`config.mk`:
```
export PLATFORM = sky130hd
export DESIGN_NAME = arcs_device_flat
export DESIGN_NICKNAME = d
export VERILOG_FILES = /design/src/pkg/arcs_pkg.sv /design/src/pkg/arcs_link_if.sv /design/src/design/arcs_device.sv /design/src/flat_wrapper.sv
export SDC_FILE = /design/constraint.sdc
export NUM_CORES = 1
export LEC_CHECK = 0
export ABC_CLOCK_PERIOD_IN_PS = 4300
export BUFFER_PORTS_ARGS = -buffer_cell sky130_fd_sc_hd__buf_2
export CORE_MARGIN = 2
export CORE_UTILIZATION = 55
export CTS_CLUSTER_SIZE = 25
export DETAILED_ROUTE_END_ITERATION = 6
export PLACE_DENSITY = 0.82
export SETUP_SLACK_MARGIN = 0.05
export SLEW_MARGIN = 10
export SYNTH_ARGS = -nofsm -noshare
export SYNTH_HDL_FRONTEND = slang
export SYNTH_SLANG_ARGS = --single-unit
```
`constraint.sdc`:
```
create_clock -name clk -period 4.3 [get_ports clk]
set_input_delay 0 -clock clk [delete_from_list [all_inputs] [get_ports clk]]
set_output_delay 0 -clock clk [all_outputs]
set_load 0.01 [all_outputs]
```
`src/pkg/arcs_pkg.sv`:
```
// constants shared by both ends of the converter readout link
package arcs_pkg;

  // ----------------------------------------------------------------
  // clock and widths
  // ----------------------------------------------------------------
  localparam int CLK_MHZ  = 40;
  localparam int CLK_NS   = 25;
  localparam int DATA_W   = 24;
  localparam int SAMPLE_W = 26;
  localparam int TMR_W    = 25;
  localparam int PCNT_W   = 5;

  // ----------------------------------------------------------------
  // serial clock pulse counts after a ready indication
  // ----------------------------------------------------------------
  localparam logic [4:0] PCNT_DATA  = 5'h18;
  localparam logic [4:0] PCNT_CAL   = 5'h1a;
  localparam logic [4:0] PCNT_SAT   = 5'h1f;
  localparam logic [4:0] PCNT_RESET = 5'h1f;

  // ----------------------------------------------------------------
  // times in microseconds, nominal converter clock
  // ----------------------------------------------------------------
  localparam int T_UPD_US        = 39;
  localparam int T_CONV_FAST_US  = 12500;
  localparam int T_CONV_SLOW_US  = 100000;
  localparam int T_CAL_FAST_US   = 101280;
  localparam int T_CAL_SLOW_US   = 801020;
  localparam int T_STBY_FAST_US  = 12460;
  localparam int T_STBY_SLOW_US  = 99960;
  localparam int T_WAKE_FAST_US  = 52510;
  localparam int T_WAKE_SLOW_US  = 401800;

  // ----------------------------------------------------------------
  // derived cycle counts
  // ----------------------------------------------------------------
  localparam int UPD_CYC       = T_UPD_US * CLK_MHZ;
  localparam int CONV_FAST_CYC = T_CONV_FAST_US * CLK_MHZ;
  localparam int CONV_SLOW_CYC = T_CONV_SLOW_US * CLK_MHZ;
  localparam int CAL_FAST_CYC  = T_CAL_FAST_US * CLK_MHZ;
  localparam int CAL_SLOW_CYC  = T_CAL_SLOW_US * CLK_MHZ;
  localparam int STBY_FAST_CYC = T_STBY_FAST_US * CLK_MHZ;
  localparam int STBY_SLOW_CYC = T_STBY_SLOW_US * CLK_MHZ;
  localparam int WAKE_FAST_CYC = T_WAKE_FAST_US * CLK_MHZ;
  localparam int WAKE_SLOW_CYC = T_WAKE_SLOW_US * CLK_MHZ;

  // host serial clock half period
  localparam int T_SCLK_HALF_NS = 200;
  localparam int SCLK_HALF_CYC  = T_SCLK_HALF_NS / CLK_NS;
  localparam logic [2:0] HALF_LAST = 3'(SCLK_HALF_CYC - 1);

  // ----------------------------------------------------------------
  // state encodings
  // ----------------------------------------------------------------
  typedef enum logic [1:0] {
    DEV_RUN  = 2'h0,
    DEV_STBY = 2'h1,
    DEV_WAKE = 2'h3,
    DEV_CAL  = 2'h2
  } arcs_dev_state_type;

  typedef enum logic [1:0] {
    HOST_IDLE = 2'h0,
    HOST_HIGH = 2'h1,
    HOST_LOW  = 2'h3,
    HOST_STBY = 2'h2
  } arcs_host_state_type;

endpackage

```
`src/pkg/arcs_link_if.sv`:
```
// two-wire link between converter and host
`timescale 1ns/1ps
interface arcs_link_if;
  logic sclk;
  logic ready_data_out;

  modport dev  (input sclk, output ready_data_out);
  modport host (output sclk, input ready_data_out);
endinterface // arcs_link_if

```
`src/design/arcs_device.sv`:
```
// converter end: readout, offset calibration and standby control
//
// Behaviour
// - ready low, then msb first per rise
// - 24-bit two's complement, saturating at full scale
// - extra clock forces line high until ready
// - host must read before next result
// - host avoids reading during update interval
// - result every 12.5 or 100 ms
// - host gives two extra clocks for calibration
// - 25th clock drives line high
// - calibration starts at 26th falling edge
// - later clocks do not abort calibration
// - calibration isolates inputs, applies internal signal
// - calibration end pulls line low, result valid
// - first calibrated result 101.28 or 801.02 ms
// - standby powers analog down, clock stays
// - host raises clock to request standby
// - standby accepted mid readback
// - standby after clock high 12.46/99.96 ms
// - line high throughout standby
// - clock low ends standby, converting resumes
// - first ready 52.51 or 401.8 ms after wake
`timescale 1ns/1ps
module arcs_device #(
  parameter logic [24:0] P_CONV_FAST = 25'(arcs_pkg::CONV_FAST_CYC),
  parameter logic [24:0] P_CONV_SLOW = 25'(arcs_pkg::CONV_SLOW_CYC),
  parameter logic [24:0] P_CAL_FAST  = 25'(arcs_pkg::CAL_FAST_CYC),
  parameter logic [24:0] P_CAL_SLOW  = 25'(arcs_pkg::CAL_SLOW_CYC),
  parameter logic [24:0] P_STBY_FAST = 25'(arcs_pkg::STBY_FAST_CYC),
  parameter logic [24:0] P_STBY_SLOW = 25'(arcs_pkg::STBY_SLOW_CYC),
  parameter logic [24:0] P_WAKE_FAST = 25'(arcs_pkg::WAKE_FAST_CYC),
  parameter logic [24:0] P_WAKE_SLOW = 25'(arcs_pkg::WAKE_SLOW_CYC)
) (
  // clock and reset
  input  wire logic                  clk,
  input  wire logic                  resetn,
  // link to host
  arcs_link_if.dev                   link,
  // converter side
  input  wire logic                  rate_fast,
  input  wire logic signed [25:0]    sample_in,
  output logic                       analog_isolate,
  output logic                       analog_pd,
  output logic                       result_ready
);

  // ----------------------------------------------------------------
  // helpers
  // ----------------------------------------------------------------
  function automatic logic [23:0] sat24(input logic signed [25:0] s);
    if (s > 26'sh07fffff) begin
      sat24 = 24'h7fffff;
    end else if (s < -26'sh0800000) begin
      sat24 = 24'h800000;
    end else begin
      sat24 = s[23:0];
    end
  endfunction

  function automatic logic [24:0] period_of(input arcs_pkg::arcs_dev_state_type m,
                                            input logic fast);
    case (m)
      arcs_pkg::DEV_CAL:  period_of = fast ? P_CAL_FAST : P_CAL_SLOW;
      arcs_pkg::DEV_WAKE: period_of = fast ? P_WAKE_FAST : P_WAKE_SLOW;
      default:            period_of = fast ? P_CONV_FAST : P_CONV_SLOW;
    endcase
  endfunction

  // ----------------------------------------------------------------
  // declarations
  // ----------------------------------------------------------------
  logic                              sclk_meta_ff;
  logic                              sclk_sync_ff;
  logic                              sclk_sync2_ff;
  logic                              sclk_lvl_ff;
  logic                              sclk_rise;
  logic                              sclk_fall;
  arcs_pkg::arcs_dev_state_type      mode_ff;
  logic [24:0]                       tmr_ff;
  logic [24:0]                       hi_cnt_ff;
  logic [24:0]                       period;
  logic [24:0]                       stby_cyc;
  logic                              done;
  logic                              rdy;
  logic                              upd_win;
  logic                              enter_stby;
  logic                              enter_cal;
  logic [4:0]                        pcnt_ff;
  logic                              armed_ff;
  logic [23:0]                       shift_ff;
  logic                              line_ff;
  logic                              rdy_ff;

  // ----------------------------------------------------------------
  // serial clock sampling
  // ----------------------------------------------------------------
  // the filtered level only moves when the last two stages agree
  always_ff @(posedge clk or negedge resetn) begin
    if (!resetn) begin
      sclk_meta_ff  <= 1'b0;
      sclk_sync_ff  <= 1'b0;
      sclk_sync2_ff <= 1'b0;
    end else begin
      sclk_meta_ff  <= link.sclk;
      sclk_sync_ff  <= sclk_meta_ff;
      sclk_sync2_ff <= sclk_sync_ff;
    end
  end

  always_ff @(posedge clk or negedge resetn) begin
    if (!resetn) begin
      sclk_lvl_ff <= 1'b0;
    end else if (sclk_sync_ff == sclk_sync2_ff) begin
      sclk_lvl_ff <= sclk_sync2_ff;
    end
  end

  assign sclk_rise = sclk_sync_ff & sclk_sync2_ff & ~sclk_lvl_ff;
  assign sclk_fall = ~sclk_sync_ff & ~sclk_sync2_ff & sclk_lvl_ff;

  // ----------------------------------------------------------------
  // timing decode
  // ----------------------------------------------------------------
  assign period     = period_of(mode_ff, rate_fast);
  assign stby_cyc   = rate_fast ? P_STBY_FAST : P_STBY_SLOW;
  // a rate change mid interval must not let the timer run past its end
  assign done       = (mode_ff != arcs_pkg::DEV_STBY) && (tmr_ff >= period - 25'h1);
  assign rdy        = done;
  assign upd_win    = (mode_ff != arcs_pkg::DEV_STBY) &&
                      (tmr_ff >= period - 25'(arcs_pkg::UPD_CYC));
  assign enter_stby = (mode_ff != arcs_pkg::DEV_STBY) && sclk_lvl_ff &&
                      (hi_cnt_ff >= stby_cyc);
  // later pulses are ignored once calibration runs
  assign enter_cal  = sclk_fall && (pcnt_ff == arcs_pkg::PCNT_CAL) &&
                      (mode_ff != arcs_pkg::DEV_CAL);

  // ----------------------------------------------------------------
  // high-time counter for standby request
  // ----------------------------------------------------------------
  always_ff @(posedge clk or negedge resetn) begin
    if (!resetn) begin
      hi_cnt_ff <= 25'h0;
    end else if (!sclk_lvl_ff) begin
      hi_cnt_ff <= 25'h0;
    end else if (hi_cnt_ff != 25'h1ffffff) begin
      hi_cnt_ff <= hi_cnt_ff + 25'h1;
    end
  end

  // ----------------------------------------------------------------
  // mode and interval timer
  // ----------------------------------------------------------------
  always_ff @(posedge clk or negedge resetn) begin
    if (!resetn) begin
      mode_ff <= arcs_pkg::DEV_RUN;
      tmr_ff  <= 25'h0;
    end else if (enter_stby) begin
      mode_ff <= arcs_pkg::DEV_STBY;
      tmr_ff  <= 25'h0;
    end else begin
      case (mode_ff)
        arcs_pkg::DEV_STBY: begin
          if (!sclk_lvl_ff) begin
            mode_ff <= arcs_pkg::DEV_WAKE;
          end
          tmr_ff <= 25'h0;
        end
        default: begin
          if (enter_cal) begin
            mode_ff <= arcs_pkg::DEV_CAL;
            tmr_ff  <= 25'h0;
          end else if (done) begin
            mode_ff <= arcs_pkg::DEV_RUN;
            tmr_ff  <= 25'h0;
          end else begin
            tmr_ff <= tmr_ff + 25'h1;
          end
        end
      endcase
    end
  end

  // ----------------------------------------------------------------
  // pulse counter since ready
  // ----------------------------------------------------------------
  // starts saturated so no pulse means anything before the first result
  always_ff @(posedge clk or negedge resetn) begin
    if (!resetn) begin
      pcnt_ff <= arcs_pkg::PCNT_RESET;
    end else if (rdy) begin
      pcnt_ff <= 5'h0;
    end else if (sclk_rise && pcnt_ff != arcs_pkg::PCNT_SAT) begin
      pcnt_ff <= pcnt_ff + 5'h1;
    end
  end

  // ----------------------------------------------------------------
  // result shifter
  // ----------------------------------------------------------------
  // an unread result is simply replaced by the next one
  always_ff @(posedge clk or negedge resetn) begin
    if (!resetn) begin
      shift_ff <= 24'h0;
      armed_ff <= 1'b0;
    end else if (rdy) begin
      shift_ff <= sat24(sample_in);
      armed_ff <= 1'b1;
    end else if (upd_win || enter_stby || enter_cal) begin
      armed_ff <= 1'b0;
    end else if (sclk_rise && armed_ff && pcnt_ff < arcs_pkg::PCNT_DATA) begin
      shift_ff <= {shift_ff[22:0], 1'b0};
    end
  end

  // ----------------------------------------------------------------
  // ready / data line
  // ----------------------------------------------------------------
  always_ff @(posedge clk or negedge resetn) begin
    if (!resetn) begin
      line_ff <= 1'b1;
    end else if (mode_ff == arcs_pkg::DEV_STBY || enter_stby) begin
      line_ff <= 1'b1;
    end else if (rdy) begin
      line_ff <= 1'b0;
    end else if (upd_win || enter_cal) begin
      line_ff <= 1'b1;
    end else if (sclk_rise && armed_ff) begin
      if (pcnt_ff < arcs_pkg::PCNT_DATA) begin
        line_ff <= shift_ff[23];
      end else if (pcnt_ff == arcs_pkg::PCNT_DATA) begin
        line_ff <= 1'b1;
      end
    end
  end

  always_ff @(posedge clk or negedge resetn) begin
    if (!resetn) begin
      rdy_ff <= 1'b0;
    end else begin
      rdy_ff <= rdy;
    end
  end

  // ----------------------------------------------------------------
  // outputs
  // ----------------------------------------------------------------
  assign link.ready_data_out = line_ff;
  assign result_ready        = rdy_ff;
  // only the clock source keeps running in standby
  assign analog_pd           = (mode_ff == arcs_pkg::DEV_STBY);
  assign analog_isolate      = (mode_ff == arcs_pkg::DEV_CAL);

endmodule // arcs_device

```
`src/flat_wrapper.sv`:
```
// flat-port wrapper written by rule: the top's interface ports become plain ports
module arcs_device_flat 
#(
  parameter logic [24:0] P_CONV_FAST = 25'(arcs_pkg::CONV_FAST_CYC),
  parameter logic [24:0] P_CONV_SLOW = 25'(arcs_pkg::CONV_SLOW_CYC),
  parameter logic [24:0] P_CAL_FAST  = 25'(arcs_pkg::CAL_FAST_CYC),
  parameter logic [24:0] P_CAL_SLOW  = 25'(arcs_pkg::CAL_SLOW_CYC),
  parameter logic [24:0] P_STBY_FAST = 25'(arcs_pkg::STBY_FAST_CYC),
  parameter logic [24:0] P_STBY_SLOW = 25'(arcs_pkg::STBY_SLOW_CYC),
  parameter logic [24:0] P_WAKE_FAST = 25'(arcs_pkg::WAKE_FAST_CYC),
  parameter logic [24:0] P_WAKE_SLOW = 25'(arcs_pkg::WAKE_SLOW_CYC)
)
  (clk, resetn, rate_fast, sample_in, analog_isolate, analog_pd, result_ready, link_sclk, link_ready_data_out);
  arcs_link_if link_i ();
  input  wire logic clk;
  input  wire logic resetn;
  input  wire logic rate_fast;
  input  wire logic signed [25:0] sample_in;
  output logic analog_isolate;
  output logic analog_pd;
  output logic result_ready;
  input wire logic [$bits(link_i.sclk)-1:0] link_sclk;
  output wire logic [$bits(link_i.ready_data_out)-1:0] link_ready_data_out;
  assign link_i.sclk = link_sclk;
  assign link_ready_data_out = link_i.ready_data_out;
  arcs_device #(.P_CONV_FAST(P_CONV_FAST), .P_CONV_SLOW(P_CONV_SLOW), .P_CAL_FAST(P_CAL_FAST), .P_CAL_SLOW(P_CAL_SLOW), .P_STBY_FAST(P_STBY_FAST), .P_STBY_SLOW(P_STBY_SLOW), .P_WAKE_FAST(P_WAKE_FAST), .P_WAKE_SLOW(P_WAKE_SLOW)) u_core (.clk(clk), .resetn(resetn), .link(link_i), .rate_fast(rate_fast), .sample_in(sample_in), .analog_isolate(analog_isolate), .analog_pd(analog_pd), .result_ready(result_ready));
endmodule
```
==> metrics <==
drt wl/cell 15.18 um; CTS Buf Count 9; global-route wire length before repair 28,190 um; clock power share 0.431; final instance area 0.007452 sq mm; Crit path depth 16; Post-CTS Resized 0; area of the multi-input gates 0.004314 sq mm; final core utilization 0.6128; vias in the first global route 5,903; Worst slew margin 0.4849; Reg power frac 0.480; layout cells sized above 1 0.08784; Design Power 1.756 mW; most frequent cell after synthesis nand2_1; post-synthesis sequential area ratio 0.3192; H-tree lvl count 3; hold_ws 0.1538 ns; dpl cell area 0.007153 sq mm; FF-to-FF path depth 16; CTS tree done; share of the synthesized area in the top cell type 0.2964; Chip Width 116.2 um; root buf cell clkbuf_16; Comb pwr share 0.089; Hold Crit Start sample_in[9]; clk slew on worst S/H paths 0.07 ns; residual DRC count 0; Vias 6,336; CP delay by family, top simple AND/OR/NAND/NOR gates; top post-synthesis cells by area dfrtp_1, ha_1, nand2_1, nor2_1, a21oi_1; Max clock buf depth 2; total routed wirelength 16,030 um; routed metal-1 wirelength 7632 um; RSZ-0062 raised after global routing no; WL met3 850 um; P_sw 0.4452 mW; CP arrival 4.00 ns; initial core utilization 0.5692; worst IR drop on VDD 0.1937 mV; Synth area leader dfrtp_1; setup TNS 0 ns; core footprint 0.01216 sq mm; uppermost routed layer met4; Worst R2R Start u_core.mode_ff[0]$_DFFE_PN0P_; maxcap violations 0; Syn Inst Count 882; Hold Crit Class in -> reg; RD Place Congestion 0.8960; Antenna diodes 0; crit-path cells xor2_1 > nand2_1 > and2_1 > nor2_1 > inv_1 > nor2_1 > inv_1 > ha_1 > ha_1 > nand4_1 > nor4_1 > a211oi_1 > or4_4 > a21o_1 > buf_4 > a31oi_1; crit path kind reg -> reg; DP HPWL 10,580 um; Register Area 0.002210 sq mm; PortBufs 33; synth-to-layout area growth 7.645%; clock latency at the later pin of the worst-skew pair 0.35 ns; worst path required time 4.57 ns; Slew @ Worst Pin 0.7709 ns; Boundary Pins 34; leakage dissipation 3.224 nW; status complete, no violations; Max FO, Critical Path 9; crit path capture type flop; Buf+Inv Stages, Crit Path 3; antenna-violating nets left 0; drt pass-1 iters 5; skew final 0.01507 ns; final hold vios 0; Final Max Slew Viols 0; Avg Inst Size Synth 7.849 sq um; final setup vio count 0; num rows 40; DR vias/cell 6.000; clk sinks 88; Distinct cells, synth 57; hold path depth 5; slowest cell on the critical path or4_4; initial drt markers 735; Post-synth top flop dfrtp_1; layout filler cell count 1,081; Yosys reg bits 88; Synth async-reset ratio 1.000; max frequency 267.7 MHz; most frequent cells after synthesis nand2_1, nor2_1, dfrtp_1, a21oi_1, ha_1; pwr dens 235.6 mW/mm^2; Synth Warn # 0; largest net degree at the start of global routing 73; Setup crit start u_core.mode_ff[0]$_DFFE_PN0P_; Int Pwr 1.311 mW; WL met2 7249 um; DIE AREA 0.01350 sq mm; switching fraction of total power 0.2535; final net count 972; max incr delay on CP 0.52 ns; synthesized area 0.006923 sq mm; initial antenna violation count 0; net count of the mapped netlist 971; crit path time final 3.735 ns; total grt overflow 0; DIE HEIGHT 116.2 um; Worst Setup Start Kind flop; GRT Resource Usage Total 0.2569; fin crit share 0.8686; number of synthesized flops with an enable pin 0
==> state kept, by name (all words and copies together), names as in the netlist <==
| signal | flops |
|---|---|
| u_core.hi_cnt_ff | 25 |
| u_core.result_ready | 1 |
| u_core.link.ready_data_out | 1 |
| u_core.sclk_sync_ff | 1 |
| u_core.mode_ff | 2 |
| u_core.armed_ff | 1 |
| u_core.sclk_lvl_ff | 1 |
| u_core.shift_ff | 24 |
| u_core.pcnt_ff | 5 |
| u_core.sclk_sync2_ff | 1 |
| u_core.sclk_meta_ff | 1 |
| u_core.tmr_ff | 25 |
==> cell usage in the layout, fill, tap and decap left out, types with 3 or more instances in the layout <==
cell / instances
nand2b_1: 7
or3_1: 10
nor4_1: 5
buf_2: 32
a31oi_1: 27
a21oi_1: 79
o21ai_0: 37
nor2_1: 114
ha_1: 59
nand2_1: 116
and2_1: 7
xnor2_1: 20
o22ai_1: 3
nor3_1: 26
a211oi_1: 23
buf_4: 17
nand4_1: 18
inv_1: 35
and3_1: 9
clkbuf_16: 9
a211oi_2: 5
o211ai_1: 25
nor4b_1: 22
dfstp_2: 6
nor2b_1: 3
and4_1: 8
xor2_1: 24
nand3_1: 19
dfrtp_1: 82
==> final timing paths <==
kind / end / slack (ns)
min in group asynchronous: u_core.hi_cnt_ff[8]$_DFFE_PN0P_ / 0.23
setup reg to reg: u_core.shift_ff[12]$_DFFE_PN0P_ / 0.57
max in group asynchronous: u_core.link.ready_data_out$_DFFE_PN1P_ / 3.11
hold / removal: u_core.shift_ff[9]$_DFFE_PN0P_ / 0.15
setup / recovery: u_core.shift_ff[12]$_DFFE_PN0P_ / 0.57
hold reg to reg: u_core.sclk_sync_ff$_DFF_PN0_ / 0.36
==> worst reg2reg max path: stages, from the launching register on <==
cell and delay, ns:
dfrtp_1 0.50, xor2_1 0.18, nand2_1 0.12, and2_1 0.21, nor2_1 0.24, inv_1 0.10, nor2_1 0.14, inv_1 0.06
ha_1 0.17, ha_1 0.30, nand4_1 0.08, nor4_1 0.23, a211oi_1 0.09, or4_4 0.52, a21o_1 0.32, buf_4 0.23
a31oi_1 0.16
==> power groups by stage <==
stage / sequential [mW] / clock, mW / combinational (mW)
after global routing: 0.843 / 0.800 / 0.183
after detailed placement: 0.857 / 0 / 0.155
after CTS: 0.842 / 0.767 / 0.157
after global placement: 0.857 / 0 / 0.152
after floorplan: 0.855 / 0 / 0.0966
final: 0.842 / 0.757 / 0.156
==> stage by stage <==
| stage | setup WS, ns | std cells |
|---|---|---|
| floorplan | 0.9048 | 882 |
| global placement | 0.7324 | 1038 |
| detailed placement | 0.5826 | 1038 |
| CTS | 0.5790 | 1056 |
| global route | 0.2852 | 1056 |
| finish | 0.5650 | 1056 |
==> layout make-up <==
type,instances,share of cell area
clock buffer,13,0.03492
clock inverter,3,0.002518
inverter,35,0.01763
multi-input combinational,698,0.5789
sequential,88,0.2965
tap,168,0.02821
timing repair buffer,51,0.04130
==> cell families after synthesis <==
group	count (synthesis)	synth area share
compound gates	220	0.1972
mux	1	0.001446
flops	88	0.3192
simple gates	374	0.2610
xor+xnor	44	0.05567
fa+ha+maj	59	0.1066
buf+inv	96	0.05892
==> metal layers <==
metal | global-route usage | vias up
met5 | 0 | -
li1 | - | 3143
met4 | 0.1016 | 0
met3 | 0.04152 | 28
met1 | 0.3661 | 2973
met2 | 0.3922 | 192
==> timing repair <==
item / in CTS / in global routing
hold endpoints to repair: 47 / 0
hold buffers: 2 / 0
setup buffers: 0 / 0
Note: power is estimated with default switching activity, not from simulation.
